File: config.mk
export PLATFORM = sky130hd
export DESIGN_NAME = general_purpose_counter_io
export DESIGN_NICKNAME = d
export VERILOG_FILES = /design/src/counter_io_pkg.sv /design/src/general_purpose_counter_io.sv
export VERILOG_INCLUDE_DIRS = /design/src
export SDC_FILE = /design/constraint.sdc
export NUM_CORES = 1
export LEC_CHECK = 0
export ABC_AREA = 1
export BUFFER_PORTS_ARGS = -buffer_cell sky130_fd_sc_hd__clkbuf_2
export CORE_ASPECT_RATIO = 0.9
export CORE_MARGIN = 1
export CORE_UTILIZATION = 60
export CTS_CLUSTER_DIAMETER = 30
export DETAILED_ROUTE_END_ITERATION = 6
export PLACE_DENSITY_LB_ADDON = 0.2
export SLEW_MARGIN = 5
export SYNTH_ARGS = -nofsm -noshare
export SYNTH_HDL_FRONTEND = slang
export SYNTH_SLANG_ARGS = --single-unit
File: constraint.sdc
create_clock -name aclk -period 3.8 [get_ports aclk]
set_input_delay 0.95 -clock aclk [delete_from_list [all_inputs] [get_ports aclk]]
set_output_delay 0.95 -clock aclk [all_outputs]
set_load 0.02 [all_outputs]
File: src/counter_io_cfg.svh
// How it works
// - tc output pulses or toggles per terminal count
// - software picks tc output polarity
// - all outputs stay high impedance until enabled
// - counter0 pin low counts down, high up
// - counter0 pin can yield direction to software
// - counter1 pin low counts down, high up
// - counter1 pin can yield direction to software
// - source from any function pin, chosen edge
// - counter1 source monitor copies applied source
// - otherwise source is 20 MHz or 100 kHz
// - gate from any function pin, chosen edge
// - gate starts/stops, flags or latches count
// - counter1 gate monitor copies applied gate
// - gate and output act on active edge
// - async gate may slip one source period
// - 4-bit divider divides by 1 to 16
// - divider input is 10 MHz or 100 kHz
// - software picks divider output polarity
// - counter0 monitors copy applied source and gate
`ifndef COUNTER_IO_CFG_SVH
`define COUNTER_IO_CFG_SVH

// widths
`define NUM_PFI 10
`define NUM_PIN 12
`define CNT_W 24
`define ADDR_W 8

// register byte offsets, counter 1 sits one stride above counter 0
`define CTR_STRIDE 8'h20
`define REG_CFG 8'h00
`define REG_LOAD 8'h04
`define REG_COUNT 8'h08
`define REG_LATCH 8'h0C
`define REG_STATUS 8'h10
`define REG_DIV 8'h40
`define REG_MASK 8'h1F

// source select codes beyond the function pins
`define SEL_TB20 4'hA
`define SEL_TB100 4'hB

// status fields
`define ST_TC 0
`define ST_GATE 1
`define ST_RUN 2
`define ST_PIN 3
`define ST_UP 4

// reset values
`define CFG_RST 19'h00000
`define DIV_RST 7'h00

// timebases
`define CLK_HZ 20000000
`define TB100_HZ 100000
`define TB100_DIV (`CLK_HZ / `TB100_HZ)
`define TB100_HALF (`TB100_DIV / 2)

`endif

File: src/counter_io_pkg.sv
`include "counter_io_cfg.svh"

package counter_io_pkg;

    typedef enum logic [1:0] {
        GATE_STARTSTOP = 2'b00,
        GATE_LATCH = 2'b01,
        GATE_FLAG = 2'b10,
        GATE_NONE = 2'b11
    } gate_mode_type;

    // counter configuration word, lsb first from src_sel
    typedef struct packed {
        logic mon_en;
        logic out_en;
        logic run_en;
        logic sw_up;
        logic dir_ext;
        logic out_pol;
        logic out_toggle;
        gate_mode_type gate_mode;
        logic gate_fall;
        logic [3:0] gate_sel;
        logic src_fall;
        logic [3:0] src_sel;
    } ctr_cfg_type;

    typedef struct packed {
        logic oe;
        logic pol;
        logic src_100k;
        logic [3:0] div_m1;
    } div_cfg_type;

    typedef struct packed {
        ctr_cfg_type cfg;
        ctr_cfg_type act;
        logic [`CNT_W-1:0] load;
        logic [`CNT_W-1:0] count;
        logic [`CNT_W-1:0] latch;
        logic gate_open;
        logic tc_lvl;
        logic tc_out;
        logic src_prev;
        logic gate_prev;
        logic gate_pend;
        logic tc_flag;
        logic gate_flag;
        logic src_mon;
        logic gate_mon;
        logic oe;
        logic mon_oe;
    } ctr_state_type;

    typedef struct packed {
        logic aw_ok;
        logic w_ok;
        logic [`ADDR_W-1:0] awaddr;
        logic [31:0] wdata;
        logic [3:0] wstrb;
        logic awready;
        logic wready;
        logic bvalid;
        logic [1:0] bresp;
        logic arready;
        logic rvalid;
        logic [31:0] rdata;
        logic [1:0] rresp;
    } axi_state_type;

    typedef struct packed {
        logic [`NUM_PIN-1:0] s1;
        logic [`NUM_PIN-1:0] s2;
        logic [`NUM_PIN-1:0] s3;
        logic [`NUM_PIN-1:0] stable;
        ctr_state_type [1:0] ctr;
        axi_state_type axi;
        logic [7:0] c100;
        logic tb10;
        logic [3:0] dcnt;
        div_cfg_type div;
        logic div_out;
        logic div_oe;
    } top_state_type;

endpackage : counter_io_pkg

File: src/general_purpose_counter_io.sv
// Our own choices: the placing of the registers and the AXI4-Lite interface to the registers.
`timescale 1ns/1ns
`default_nettype none
`include "counter_io_cfg.svh"

module general_purpose_counter_io
    import counter_io_pkg::*;
(
    input wire logic aclk,
    input wire logic aresetn,
    input wire logic [`ADDR_W-1:0] s_axi_awaddr,
    input wire logic s_axi_awvalid,
    output logic s_axi_awready,
    input wire logic [31:0] s_axi_wdata,
    input wire logic [3:0] s_axi_wstrb,
    input wire logic s_axi_wvalid,
    output logic s_axi_wready,
    output logic [1:0] s_axi_bresp,
    output logic s_axi_bvalid,
    input wire logic s_axi_bready,
    input wire logic [`ADDR_W-1:0] s_axi_araddr,
    input wire logic s_axi_arvalid,
    output logic s_axi_arready,
    output logic [31:0] s_axi_rdata,
    output logic [1:0] s_axi_rresp,
    output logic s_axi_rvalid,
    input wire logic s_axi_rready,
    input wire logic [`NUM_PFI-1:0] programmable_function_pin,
    input wire logic digital_pin_six,
    input wire logic digital_pin_seven,
    output logic counter0_tc_out,
    output logic counter0_tc_oe,
    output logic counter1_tc_out,
    output logic counter1_tc_oe,
    output logic counter0_clk_src_mon,
    output logic counter0_gate_in_mon,
    output logic counter0_mon_oe,
    output logic counter1_clk_src_mon,
    output logic counter1_gate_in_mon,
    output logic counter1_mon_oe,
    output logic divider_out,
    output logic divider_oe
);

    top_state_type r;
    top_state_type n;
    logic [1:0] src_lvl;
    logic [1:0] src_tick;
    logic [1:0] gate_lvl;
    logic [1:0] gate_edge;
    logic [1:0] gate_apply;
    logic [1:0] dir_up;
    logic [1:0] running;
    logic [1:0] tc_hit;
    logic tb100_lvl;
    logic div_rise;
    logic div_lvl;

    // ****************************************
    // helpers
    // ****************************************

    // true for every mapped register byte address
    function automatic logic reg_ok(input logic [`ADDR_W-1:0] a);
        logic [`ADDR_W-1:0] off;
        off = a & `REG_MASK;
        if (a == `REG_DIV) begin
            return 1'b1;
        end
        if (a >= 2 * `CTR_STRIDE) begin
            return 1'b0;
        end
        return (off == `REG_CFG) || (off == `REG_LOAD) ||
            (off == `REG_COUNT) || (off == `REG_LATCH) ||
            (off == `REG_STATUS);
    endfunction : reg_ok

    // byte-lane merge of a write
    function automatic logic [31:0] merge(input logic [31:0] old,
        input logic [31:0] dat, input logic [3:0] strb);
        logic [31:0] res;
        res = old;
        for (int b = 0; b < 4; b++) begin
            if (strb[b]) begin
                res[8*b +: 8] = dat[8*b +: 8];
            end
        end
        return res;
    endfunction : merge

    // edge of a level in the chosen direction
    function automatic logic edge_of(input logic prev, input logic lvl,
        input logic fall);
        return fall ? (prev & ~lvl) : (~prev & lvl);
    endfunction : edge_of

    // ****************************************
    // next state
    // ****************************************

    // one pass over pins, timebases, counters, divider and bus
    always_comb begin
        logic [31:0] rd;
        logic [`ADDR_W-1:0] off;
        logic [`ADDR_W-1:0] blk;
        logic [31:0] wv;
        logic [31:0] st;
        rd = 32'h0000_0000;
        off = '0;
        blk = '0;
        wv = 32'h0000_0000;
        st = 32'h0000_0000;
        n = r;
        src_lvl = 2'b00;
        src_tick = 2'b00;
        gate_lvl = 2'b00;
        gate_edge = 2'b00;
        gate_apply = 2'b00;
        dir_up = 2'b00;
        running = 2'b00;
        tc_hit = 2'b00;

        // three-stage pin capture; a level counts once stages 2 and 3 agree
        n.s1 = {digital_pin_seven, digital_pin_six, programmable_function_pin};
        n.s2 = r.s1;
        n.s3 = r.s2;
        for (int i = 0; i < `NUM_PIN; i++) begin
            if (r.s2[i] == r.s3[i]) begin
                n.stable[i] = r.s3[i];
            end
        end

        // internal timebases: 10 MHz square and 100 kHz square
        n.tb10 = ~r.tb10;
        n.c100 = (r.c100 == 8'(`TB100_DIV - 1)) ? 8'h00 : r.c100 + 8'h01;
        tb100_lvl = r.c100 < 8'(`TB100_HALF);

        for (int k = 0; k < 2; k++) begin
            // source pick, pin or internal timebase
            // the 20 MHz base ticks every cycle; its monitor shows 10 MHz
            if (r.ctr[k].cfg.src_sel < 4'(`NUM_PFI)) begin
                src_lvl[k] = r.stable[r.ctr[k].cfg.src_sel];
                src_tick[k] = edge_of(r.ctr[k].src_prev, src_lvl[k],
                    r.ctr[k].cfg.src_fall);
            end else if (r.ctr[k].cfg.src_sel == `SEL_TB20) begin
                src_lvl[k] = r.tb10;
                src_tick[k] = 1'b1;
            end else begin
                src_lvl[k] = tb100_lvl;
                src_tick[k] = r.ctr[k].cfg.src_fall ?
                    (r.c100 == 8'(`TB100_HALF)) : (r.c100 == 8'h00);
            end
            n.ctr[k].src_prev = src_lvl[k];

            // gate pick and edge; no pin selected means gate held low
            if (r.ctr[k].cfg.gate_sel < 4'(`NUM_PFI)) begin
                gate_lvl[k] = r.stable[r.ctr[k].cfg.gate_sel];
            end
            gate_edge[k] = edge_of(r.ctr[k].gate_prev, gate_lvl[k],
                r.ctr[k].cfg.gate_fall);
            n.ctr[k].gate_prev = gate_lvl[k];

            // direction from pin or software bit
            dir_up[k] = r.ctr[k].act.dir_ext ? r.stable[`NUM_PFI + k]
                : r.ctr[k].act.sw_up;
            running[k] = r.ctr[k].act.run_en &&
                (r.ctr[k].act.gate_mode != GATE_STARTSTOP ||
                r.ctr[k].gate_open);
            tc_hit[k] = src_tick[k] && running[k] && (dir_up[k] ?
                (r.ctr[k].count == r.ctr[k].load) :
                (r.ctr[k].count == '0));

            // a gate edge waits for the next source tick, so an
            // unsynchronised gate may land one period late
            gate_apply[k] = src_tick[k] && r.ctr[k].gate_pend;
            if (gate_edge[k]) begin
                n.ctr[k].gate_pend = 1'b1;
            end

            if (src_tick[k]) begin
                n.ctr[k].act = r.ctr[k].cfg;
                n.ctr[k].gate_pend = gate_edge[k];
                if (gate_apply[k]) begin
                    unique case (r.ctr[k].act.gate_mode)
                        GATE_STARTSTOP: n.ctr[k].gate_open =
                            ~r.ctr[k].gate_open;
                        GATE_LATCH: n.ctr[k].latch = r.ctr[k].count;
                        GATE_FLAG: n.ctr[k].gate_flag = 1'b1;
                        GATE_NONE: ;
                    endcase
                end
                if (!r.ctr[k].act.run_en) begin
                    n.ctr[k].count = dir_up[k] ? '0 : r.ctr[k].load;
                    n.ctr[k].gate_open = 1'b0;
                end else if (tc_hit[k]) begin
                    n.ctr[k].count = dir_up[k] ? '0 : r.ctr[k].load;
                end else if (running[k]) begin
                    n.ctr[k].count = dir_up[k] ? r.ctr[k].count + 1'b1
                        : r.ctr[k].count - 1'b1;
                end
                // pulse holds one source period, toggle flips once
                if (r.ctr[k].act.out_toggle) begin
                    n.ctr[k].tc_lvl = r.ctr[k].tc_lvl ^ tc_hit[k];
                end else begin
                    n.ctr[k].tc_lvl = tc_hit[k];
                end
            end
            if (tc_hit[k]) begin
                n.ctr[k].tc_flag = 1'b1;
            end
            n.ctr[k].tc_out = n.ctr[k].tc_lvl ^ n.ctr[k].act.out_pol;

            // monitors repeat the applied source and gate
            n.ctr[k].src_mon = src_lvl[k];
            n.ctr[k].gate_mon = gate_lvl[k];
            n.ctr[k].oe = r.ctr[k].cfg.out_en;
            n.ctr[k].mon_oe = r.ctr[k].cfg.mon_en;
        end

        // divider: 4-bit count of base rises, divide by div_m1 + 1
        div_rise = r.div.src_100k ? (r.c100 == 8'h00) : !r.tb10;
        if (div_rise) begin
            n.dcnt = (r.dcnt >= r.div.div_m1) ? 4'h0 : r.dcnt + 4'h1;
        end
        if (r.div.div_m1 == 4'h0) begin
            div_lvl = r.div.src_100k ? (n.c100 < 8'(`TB100_HALF)) : n.tb10;
        end else begin
            div_lvl = {1'b0, n.dcnt} < ({1'b0, r.div.div_m1} + 5'h01) >> 1;
        end
        n.div_out = div_lvl ^ r.div.pol;
        n.div_oe = r.div.oe;

        // write channel: address and data taken in either order
        if (s_axi_awvalid && r.axi.awready) begin
            n.axi.aw_ok = 1'b1;
            n.axi.awaddr = s_axi_awaddr;
        end
        if (s_axi_wvalid && r.axi.wready) begin
            n.axi.w_ok = 1'b1;
            n.axi.wdata = s_axi_wdata;
            n.axi.wstrb = s_axi_wstrb;
        end
        if (r.axi.bvalid && s_axi_bready) begin
            n.axi.bvalid = 1'b0;
        end
        if (r.axi.aw_ok && r.axi.w_ok && !r.axi.bvalid) begin
            n.axi.aw_ok = 1'b0;
            n.axi.w_ok = 1'b0;
            n.axi.bvalid = 1'b1;
            n.axi.bresp = reg_ok(r.axi.awaddr) ? 2'b00 : 2'b10;
            off = r.axi.awaddr & `REG_MASK;
            blk = r.axi.awaddr >> 5;
            if (r.axi.awaddr == `REG_DIV) begin
                wv = merge({25'h0, r.div}, r.axi.wdata, r.axi.wstrb);
                n.div = div_cfg_type'(wv[6:0]);
            end else if (reg_ok(r.axi.awaddr)) begin
                for (int k = 0; k < 2; k++) begin
                    if (blk == `ADDR_W'(k) && off == `REG_CFG) begin
                        wv = merge({13'h0, r.ctr[k].cfg}, r.axi.wdata,
                            r.axi.wstrb);
                        n.ctr[k].cfg = ctr_cfg_type'(wv[18:0]);
                    end
                    if (blk == `ADDR_W'(k) && off == `REG_LOAD) begin
                        wv = merge({8'h00, r.ctr[k].load}, r.axi.wdata,
                            r.axi.wstrb);
                        n.ctr[k].load = wv[`CNT_W-1:0];
                    end
                    // write one to clear; a set in the same cycle wins
                    if (blk == `ADDR_W'(k) && off == `REG_STATUS &&
                        r.axi.wstrb[0]) begin
                        if (r.axi.wdata[`ST_TC] && !tc_hit[k]) begin
                            n.ctr[k].tc_flag = 1'b0;
                        end
                        if (r.axi.wdata[`ST_GATE] && !(gate_apply[k] &&
                            r.ctr[k].act.gate_mode == GATE_FLAG)) begin
                            n.ctr[k].gate_flag = 1'b0;
                        end
                    end
                end
            end
        end
        n.axi.awready = ~n.axi.aw_ok;
        n.axi.wready = ~n.axi.w_ok;

        // read channel: one read in flight, answered next cycle
        if (r.axi.rvalid && s_axi_rready) begin
            n.axi.rvalid = 1'b0;
        end
        if (s_axi_arvalid && r.axi.arready) begin
            off = s_axi_araddr & `REG_MASK;
            blk = s_axi_araddr >> 5;
            if (s_axi_araddr == `REG_DIV) begin
                rd = {25'h0, r.div};
            end else if (reg_ok(s_axi_araddr)) begin
                for (int k = 0; k < 2; k++) begin
                    if (blk == `ADDR_W'(k)) begin
                        st = 32'h0000_0000;
                        st[`ST_TC] = r.ctr[k].tc_flag;
                        st[`ST_GATE] = r.ctr[k].gate_flag;
                        st[`ST_RUN] = running[k];
                        // pin free for general use when direction is software
                        st[`ST_PIN] = r.stable[`NUM_PFI + k];
                        st[`ST_UP] = dir_up[k];
                        unique case (off)
                            `REG_CFG: rd = {13'h0, r.ctr[k].cfg};
                            `REG_LOAD: rd = {8'h00, r.ctr[k].load};
                            `REG_COUNT: rd = {8'h00, r.ctr[k].count};
                            `REG_LATCH: rd = {8'h00, r.ctr[k].latch};
                            default: rd = st;
                        endcase
                    end
                end
            end
            n.axi.rvalid = 1'b1;
            n.axi.rdata = rd;
            n.axi.rresp = reg_ok(s_axi_araddr) ? 2'b00 : 2'b10;
        end
        n.axi.arready = ~n.axi.rvalid;
    end

    // ****************************************
    // state register
    // ****************************************

    // all-zero reset: every output disabled, bus not ready for one cycle
    always_ff @(posedge aclk) begin
        if (!aresetn) begin
            r <= '0;
        end else begin
            r <= n;
        end
    end

    assign s_axi_awready = r.axi.awready;
    assign s_axi_wready = r.axi.wready;
    assign s_axi_bvalid = r.axi.bvalid;
    assign s_axi_bresp = r.axi.bresp;
    assign s_axi_arready = r.axi.arready;
    assign s_axi_rvalid = r.axi.rvalid;
    assign s_axi_rdata = r.axi.rdata;
    assign s_axi_rresp = r.axi.rresp;
    assign counter0_tc_out = r.ctr[0].tc_out;
    assign counter0_tc_oe = r.ctr[0].oe;
    assign counter1_tc_out = r.ctr[1].tc_out;
    assign counter1_tc_oe = r.ctr[1].oe;
    assign counter0_clk_src_mon = r.ctr[0].src_mon;
    assign counter0_gate_in_mon = r.ctr[0].gate_mon;
    assign counter0_mon_oe = r.ctr[0].mon_oe;
    assign counter1_clk_src_mon = r.ctr[1].src_mon;
    assign counter1_gate_in_mon = r.ctr[1].gate_mon;
    assign counter1_mon_oe = r.ctr[1].mon_oe;
    assign divider_out = r.div_out;
    assign divider_oe = r.div_oe;

    // ****************************************
    // checks
    // ****************************************

    property p_oe_off;
        @(posedge aclk) disable iff (!aresetn)
        !r.ctr[0].cfg.out_en && !r.div.oe |=> !counter0_tc_oe && !divider_oe;
    endproperty
    a_oe_off: assert property (p_oe_off) else $error("output driven early");

    property p_toggle;
        @(posedge aclk) disable iff (!aresetn)
        tc_hit[0] && r.ctr[0].act.out_toggle &&
        r.ctr[0].cfg.out_pol == r.ctr[0].act.out_pol
        |=> counter0_tc_out != $past(counter0_tc_out);
    endproperty
    a_toggle: assert property (p_toggle) else $error("toggle missed");

    property p_pulse;
        @(posedge aclk) disable iff (!aresetn)
        tc_hit[1] && !r.ctr[1].act.out_toggle &&
        r.ctr[1].cfg.out_pol == r.ctr[1].act.out_pol
        |=> counter1_tc_out == ~$past(r.ctr[1].act.out_pol);
    endproperty
    a_pulse: assert property (p_pulse) else $error("pulse missed");

    property p_down0;
        @(posedge aclk) disable iff (!aresetn)
        src_tick[0] && running[0] && r.ctr[0].act.dir_ext &&
        !r.stable[`NUM_PFI] && r.ctr[0].count != '0
        |=> r.ctr[0].count == $past(r.ctr[0].count) - 1'b1;
    endproperty
    a_down0: assert property (p_down0) else $error("no count down");

    property p_up1;
        @(posedge aclk) disable iff (!aresetn)
        src_tick[1] && running[1] && r.ctr[1].act.dir_ext &&
        r.stable[`NUM_PFI + 1] && r.ctr[1].count != r.ctr[1].load
        |=> r.ctr[1].count == $past(r.ctr[1].count) + 1'b1;
    endproperty
    a_up1: assert property (p_up1) else $error("no count up");

    property p_div_range;
        @(posedge aclk) disable iff (!aresetn)
        div_rise |=> r.dcnt <= $past(r.div.div_m1);
    endproperty
    a_div_range: assert property (p_div_range) else $error("divider range");

    property p_src_mon;
        @(posedge aclk) disable iff (!aresetn)
        src_lvl[1] != gate_lvl[1] |=>
        counter1_clk_src_mon == $past(src_lvl[1]) &&
        counter1_gate_in_mon == $past(gate_lvl[1]);
    endproperty
    a_src_mon: assert property (p_src_mon) else $error("monitor wrong");

    property p_latch;
        @(posedge aclk) disable iff (!aresetn)
        gate_apply[0] && r.ctr[0].act.gate_mode == GATE_LATCH
        |=> r.ctr[0].latch == $past(r.ctr[0].count);
    endproperty
    a_latch: assert property (p_latch) else $error("latch missed");

    property p_cfg_apply;
        @(posedge aclk) disable iff (!aresetn)
        src_tick[1] |=> r.ctr[1].act == $past(r.ctr[1].cfg);
    endproperty
    a_cfg_apply: assert property (p_cfg_apply) else $error("cfg late");

endmodule : general_purpose_counter_io

`default_nettype wire

==> PnR_summary.wiki, run 1 <==
{| class="wikitable"
! Metric !! Value
|-
| Status || complete, no violations
|-
| Compound-cell area share of the yosys netlist || 24.5%
|-
| Initial antenna violation count || 1
|-
| DIE AREA || 0.0324 sq mm
|-
| Vertical die dimension || 171 um
|-
| R2R Path Start || r[363]$_SDFFE_PN0N_
|-
| Final worst path period share || 85.3%
|-
| CTS Sinks || 354
|-
| Largest family of logic cells by synthesized area || compound AO/OA/AOI/OAI gates
|-
| Buffer count from post-CTS setup fixing || 0
|-
| Total Power || 10.9 mW
|-
| Slack of the critical path || 0.558 ns
|-
| Cell chosen for the clock root || sky130_fd_sc_hd__clkbuf_16
|-
| Hold Vio Cnt, Final || 0
|-
| Via density per instance || 5.99
|-
| Floorplan core area || 0.0310 sq mm
|-
| Average detailed-routed wire length per instance || 18.4 um
|-
| Worst IR Drop VDD || 0.432 mV
|-
| Final nets || 2929
|-
| Filler-free cell count of the finished design || 3265
|-
| Clock transition at path regs || 0.05 ns
|-
| Clock network latency to the later pin of the worst-skew pair || 0.59 ns
|-
| Multiplexer share of the synthesized area || 0%
|-
| Crit Path Category || reg -> reg
|-
| Pwr per Cell Area || 493 mW/mm^2
|-
| Leak Pwr || 9.62 nW
|-
| Class of the worst hold path || reg -> reg
|-
| Startpoint kind of the worst setup timing path || register
|-
| H-tree depth || 3
|-
| Hold wc startpoint || n[383]$_SDFF_PN0_
|-
| Main flop type after synthesis || sky130_fd_sc_hd__dfxtp_1
|-
| Simple-Gate Fraction of Synth Area || 19.8%
|-
| Hold-fix buffers at CTS || 0
|-
| Kind of end point of the critical path || register
|-
| Asr flop ratio synth || 0%
|-
| Summed instance area of the synthesized netlist || 0.0190 sq mm
|-
| Transition at the pin with the smallest max-transition slack || 1.09 ns
|-
| Worst endpoint data arrival time || 3.77 ns
|-
| Top library cells by usage in the layout, fill and taps aside || sky130_fd_sc_hd__nand2_1, sky130_fd_sc_hd__a21oi_1, sky130_fd_sc_hd__dfxtp_1
|-
| CTS tree || done
|-
| Number of synthesized register bits || 354
|-
| Top cell by count, worst path || sky130_fd_sc_hd__nand2_1
|-
| Origin of the worst setup path || r[363]$_SDFFE_PN0N_
|-
| Fin crit period || 3.24 ns
|-
| Number of iterations in the first detailed-routing pass || 6
|-
| Violation count after the first detailed-routing iteration || 2264
|-
| DP Worst Slack || 0.682 ns
|-
| Layout Area Growth over Synthesis || 16.1%
|-
| Maximum single-stage delay on the critical path || 0.49 ns
|-
| Count of flip-flops with a built-in enable after synthesis || 0
|-
| Peak clock frequency supported by timing || 308 MHz
|-
| Ys Warns || 0
|-
| Most common library cell in the layout ignoring fill and taps || sky130_fd_sc_hd__nand2_1
|-
| Estimated wirelength of the detail-placed design || 41900 um
|-
| Maximum Capacitance Violations || 0
|-
| Remaining design rule violation count || 0
|-
| Post-synthesis share of cell area spent on xor and xnor gates || 3.41%
|-
| Setup violation total in the final timing report || 0
|-
| Count of final max-slew check failures || 0
|-
| Boundary pin count || 124
|-
| Via count of the first global-routing pass || 18576
|-
| Hold Slack || 0.408 ns
|-
| Cell total after placement || 3135
|-
| Final TNS setup || 0 ns
|-
| Average instance area after synthesis || 6.95 sq um
|-
| Worst path slowest cell || sky130_fd_sc_hd__o21ai_0
|-
| Total via count in the routed design || 19545
|-
| Pin count of the biggest net entering global routing || 99
|-
| Starting Density || 61.3%
|-
| Die outline width || 190 um
|-
| Cells after synthesis || 2733
|-
| Final Wtd Congestion || 0.950
|-
| Cts repair resizes || 0
|-
| Number of nets with antenna violations after detailed routing || 0
|-
| Drt total wl || 60100 um
|-
| Total CTS buffers || 72
|-
| Number of cell rows || 61
|-
| RSZ-0062 raised after global routing || no
|-
| Buffers and inverters on the worst path || 3
|-
| Total global routing track utilization || 36.8%
|-
| Number of distinct library cells after synthesis || 52
|-
| Seq/Total Area, Yosys || 37.3%
|-
| Area share of fa/ha/maj cells after synthesis || 3.90%
|-
| Cell family contributing the most delay on the critical path || simple AND/OR/NAND/NOR gates
|-
| Number of fillers in the final layout || 2506
|-
| Cell breakdown of the critical path || nand2_1 > o21ai_2 > inv_1 > buf_4 > ha_1 > nand2_1 > nor2_1 > nand2_1 > o21ai_0 > nand2_1 > nand2_1 > xor2_1 > nand3_1 > nand3_1 > nand2_1 > inv_1
|-
| Residual overflow from global routing || 0
|-
| Largest buffer count on any clock path || 3
|-
| Slew HR || 26.9%
|-
| First-pass GRT wire length || 94900 um
|-
| I/O Buffers || 104
|-
| Max FO, Critical Path || 26
|-
| Data required time of the worst path || 4.33 ns
|-
| Worst clock skew || 0.0262 ns
|-
| Share of cells above drive strength 1 || 10.2%
|}
==> final cells by class <==
cell class              count  area [sq um]  area share [%]
flip-flops and latches    354          7090            32.1
diodes                      1          2.50          0.0113
inverters                 337          1270            5.75
multi-input cells        1896          9860            44.7
clock inverters            43           613            2.78
repair buffers            139           815            3.69
clock buffers              86          1900            8.63
well taps                 409           512            2.32
==> cells by family after synthesis <==
| group | after synthesis |
|---|---|
| fa+ha+maj | 58 |
| compound gates | 858 |
| xor+xnor | 74 |
| buf+inv | 492 |
| other cells | 1 |
| flops | 354 |
| simple gates | 896 |
==> stage by stage <==
step | utilization, % | cell area, sq um
after CTS | 71.2 | 22100
after floorplan | - | 19000
after detailed placement | 63.1 | 19500
final | 71.2 | 22100
after global placement | 63.1 | 19500
after global routing | 71.2 | 22100
==> synthesized netlist by cell type, drive strengths merged (18+ instances only) <==
master	number	share of area (%)
a21oi	392	10
buf	75	2.7
clkbuf	80	1.6
dfxtp	354	37
ha	56	3.7
inv	334	6.6
nand2	454	9.0
nand3	156	4.1
nand4	30	0.99
nor2	209	4.1
nor3	26	0.82
o2111ai	18	0.83
o211ai	34	1.3
o21ai	334	8.9
xnor2	43	2.0
xor2	31	1.4
==> power by group <==
group          leakage [nW]  internal, mW  switching (mW)  total, mW
Clock                  1.22          4.20            2.25       6.45
Sequential             2.87          3.79          0.0373       3.82
Combinational          5.53         0.184           0.425      0.609
Total                  9.62          8.17            2.71       10.9
==> worst register-to-register path, delay by kind of cell, from the launching register on <==
| kind | cells | cell delay [ns] |
|---|---|---|
| flops | 1 | 0.47 |
| buf+inv | 3 | 0.64 |
| compound gates | 2 | 0.59 |
| simple gates | 9 | 0.92 |
| xor+xnor | 1 | 0.18 |
| fa+ha+maj | 1 | 0.42 |
==> state kept, by name (all words and copies together) (netlist names) <==
name                  flops
s_axi_awready             1
counter1_gate_in_mon      1
n                        29
counter0_mon_oe           1
s_axi_arready             1
counter0_gate_in_mon      1
counter1_tc_oe            1
counter1_mon_oe           1
divider_oe                1
s_axi_rresp               1
s_axi_bresp               1
counter0_clk_src_mon      1
counter0_tc_out           1
s_axi_rdata              24
counter0_tc_oe            1
s_axi_wready              1
divider_out               1
r                       282
s_axi_bvalid              1
s_axi_rvalid              1
counter1_tc_out           1
counter1_clk_src_mon      1
==> per-layer routing <==
layer	GRT usage, %	part of all wire, %	routed length (um)	vias to the layer above
met2	59.5	46	27800	979
li1	-	-	-	9295
met5	0	0	0	-
met4	17.5	3.9	2330	0
met3	7.14	8.9	5330	192
met1	47.1	41	24700	9079
==> final timing paths <==
check,slack [ns],to,cells past startpoint
max,0.56,r[163]$_SDFFE_PN0P_,16
min,0.41,n[371]$_SDFF_PN0_,2
min reg2reg,0.41,n[371]$_SDFF_PN0_,2
max reg2reg,0.56,r[163]$_SDFFE_PN0P_,16
Power figures use the tool's default switching activity.
==> inputs of run 2 (changes only) <==
RECOVER_POWER = 50   (was not set)
==> PnR_summary.wiki, run 2 (synthesis results as in run 1) <==
{| class="wikitable"
! Metric !! Value
|-
| Buffer count from post-CTS setup fixing || 0
|-
| Power share of the combinational group || 5.5%
|-
| Most common library cell in the layout ignoring fill and taps || sky130_fd_sc_hd__nand2_1
|-
| Floorplan core area || 0.0310 sq mm
|-
| Final TNS setup || 0 ns
|-
| Hold Slack || 0.408 ns
|-
| RSZ-0062 raised after global routing || no
|-
| Final Wtd Congestion || 0.950
|-
| Number of fillers in the final layout || 2538
|-
| First-pass GRT wire length || 94900 um
|-
| Estimated wirelength of the detail-placed design || 41900 um
|-
| Transition at the pin with the smallest max-transition slack || 1.85 ns
|-
| Total via count in the routed design || 19549
|-
| Cell breakdown of the critical path || nand2_1 > o21ai_2 > inv_1 > buf_4 > ha_1 > nand2_1 > nor2_1 > nand2_1 > o21ai_0 > nand2_1 > nand2_1 > xor2_1 > nand3_1 > nand3_1 > nand2_1 > inv_1
|-
| Violation count after the first detailed-routing iteration || 2347
|-
| Total Power || 10.9 mW
|-
| Clock network latency to the later pin of the worst-skew pair || 0.59 ns
|-
| Cell chosen for the clock root || sky130_fd_sc_hd__clkbuf_16
|-
| Number of cell rows || 61
|-
| Die outline width || 190 um
|-
| Pin count of the biggest net entering global routing || 99
|-
| Final nets || 2929
|-
| Slew HR || -23.4%
|-
| Status || finished, violations left
|-
| Remaining design rule violation count || 0
|-
| Worst path slowest cell || sky130_fd_sc_hd__o21ai_0
|-
| Via count of the first global-routing pass || 18576
|-
| Final worst path period share || 85.5%
|-
| Via density per instance || 5.99
|-
| Top cell by count, worst path || sky130_fd_sc_hd__nand2_1
|-
| Drt total wl || 60200 um
|-
| Number of iterations in the first detailed-routing pass || 6
|-
| Worst IR Drop VDD || 0.432 mV
|-
| Summed area of non-filler cells in the final layout || 0.0220 sq mm
|-
| CTS tree || done
|-
| Filler-free cell count of the finished design || 3265
|-
| Crit Path Category || reg -> reg
|-
| Data required time of the worst path || 4.33 ns
|-
| Portion of total power attributed to the clock network || 59.3%
|-
| Leak Pwr || 9.46 nW
|-
| Net switching power of the design || 2.71 mW
|-
| Worst clock skew || 0.0261 ns
|-
| Starting Density || 61.3%
|-
| Clock transition at path regs || 0.05 ns
|-
| Boundary pin count || 124
|-
| Slack of the critical path || 0.550 ns
|-
| CTS Sinks || 354
|-
| Cell total after placement || 3135
|-
| Peak clock frequency supported by timing || 308 MHz
|-
| Hold Vio Cnt, Final || 0
|-
| Violated checks || max-capacitance violations, max-slew violations
|-
| Top register by number of flip-flops || r
|-
| Maximum Capacitance Violations || 3
|-
| Hold-fix buffers at CTS || 0
|-
| Residual overflow from global routing || 0
|-
| Startpoint kind of the worst setup timing path || register
|-
| Class of the worst hold path || reg -> reg
|-
| Average detailed-routed wire length per instance || 18.4 um
|-
| Cts repair resizes || 0
|-
| Max FO, Critical Path || 26
|-
| Pwr per Cell Area || 495 mW/mm^2
|-
| Number of flip-flops in the largest register || 282
|-
| Final cell utilization of the core || 70.9%
|-
| Count of final max-slew check failures || 236
|-
| DIE AREA || 0.0324 sq mm
|-
| Kind of end point of the critical path || register
|-
| Total CTS buffers || 72
|-
| Number of nets with antenna violations after detailed routing || 0
|-
| DP Worst Slack || 0.682 ns
|-
| Largest buffer count on any clock path || 3
|-
| Post-DP Area || 0.0195 sq mm
|-
| Share of power burned in registers || 35.2%
|-
| Initial antenna violation count || 1
|-
| Switch share || 24.9%
|-
| Setup violation total in the final timing report || 0
|-
| Worst endpoint data arrival time || 3.78 ns
|-
| Layout Area Growth over Synthesis || 15.7%
|-
| I/O Buffers || 104
|-
| Top library cells by usage in the layout, fill and taps aside || sky130_fd_sc_hd__nand2_1, sky130_fd_sc_hd__a21oi_1, sky130_fd_sc_hd__dfxtp_1
|-
| Share of cells above drive strength 1 || 8.55%
|-
| Total global routing track utilization || 36.8%
|-
| H-tree depth || 3
|-
| Fin crit period || 3.25 ns
|-
| Vertical die dimension || 171 um
|-
| Maximum single-stage delay on the critical path || 0.49 ns
|-
| Internal power summed over all cells || 8.17 mW
|}
[run 2: cell count changes in the layout (fill, tap and decap cells not counted), sizes merged]
cell | previous run | this run
buf | 36 | 29
clkbuf | 189 | 196
[run 2: power by group through the flow]
stage                     Combinational, mW  Sequential (mW)  Clock (mW)
final                                 0.604             3.82        6.45
after floorplan                       0.412             3.89           0
after global placement                0.578             3.89           0
after global routing                  0.664             3.83        6.67
after detailed placement              0.587             3.89           0
after CTS                             0.595             3.82        6.46
[run 2: path summary, 6_finish.rpt]
path	from	endpoint	slack [ns]	depth (start not counted)
max	r[363]$_SDFFE_PN0N_	r[163]$_SDFFE_PN0P_	0.55	16
min	n[383]$_SDFF_PN0_	n[371]$_SDFF_PN0_	0.41	2
max reg2reg	r[363]$_SDFFE_PN0N_	r[163]$_SDFFE_PN0P_	0.55	16
min reg2reg	n[383]$_SDFF_PN0_	n[371]$_SDFF_PN0_	0.41	2
[run 2: area by class of cell]
cell class              instances  area (sq um)  share of cell area, %
well taps                     409           512                   2.33
repair buffers                139           734                   3.34
diodes                          1          2.50                 0.0114
flip-flops and latches        354          7090                   32.2
multi-input cells            1896          9860                   44.9
inverters                     337          1270                   5.77
clock inverters                43           613                   2.79
clock buffers                  86          1900                   8.66
[run 2: layer usage]
| metal | vias to the layer above | global-route usage [%] | routed length, um | part of all wire (%) |
|---|---|---|---|---|
| met5 | - | 0 | 0 | 0 |
| met4 | 0 | 17.5 | 2370 | 3.9 |
| met3 | 199 | 7.14 | 5560 | 9.2 |
| met2 | 1040 | 59.5 | 27700 | 46 |
| met1 | 9001 | 47.1 | 24500 | 41 |
| li1 | 9309 | - | - | - |
[run 2: worst max-delay path, delay by kind of cell (launching register included)]
kind | cells | cell delay [ns]
simple gates | 9 | 0.91
flops | 1 | 0.47
fa+ha+maj | 1 | 0.40
xor+xnor | 1 | 0.19
buf+inv | 3 | 0.62
compound gates | 2 | 0.59
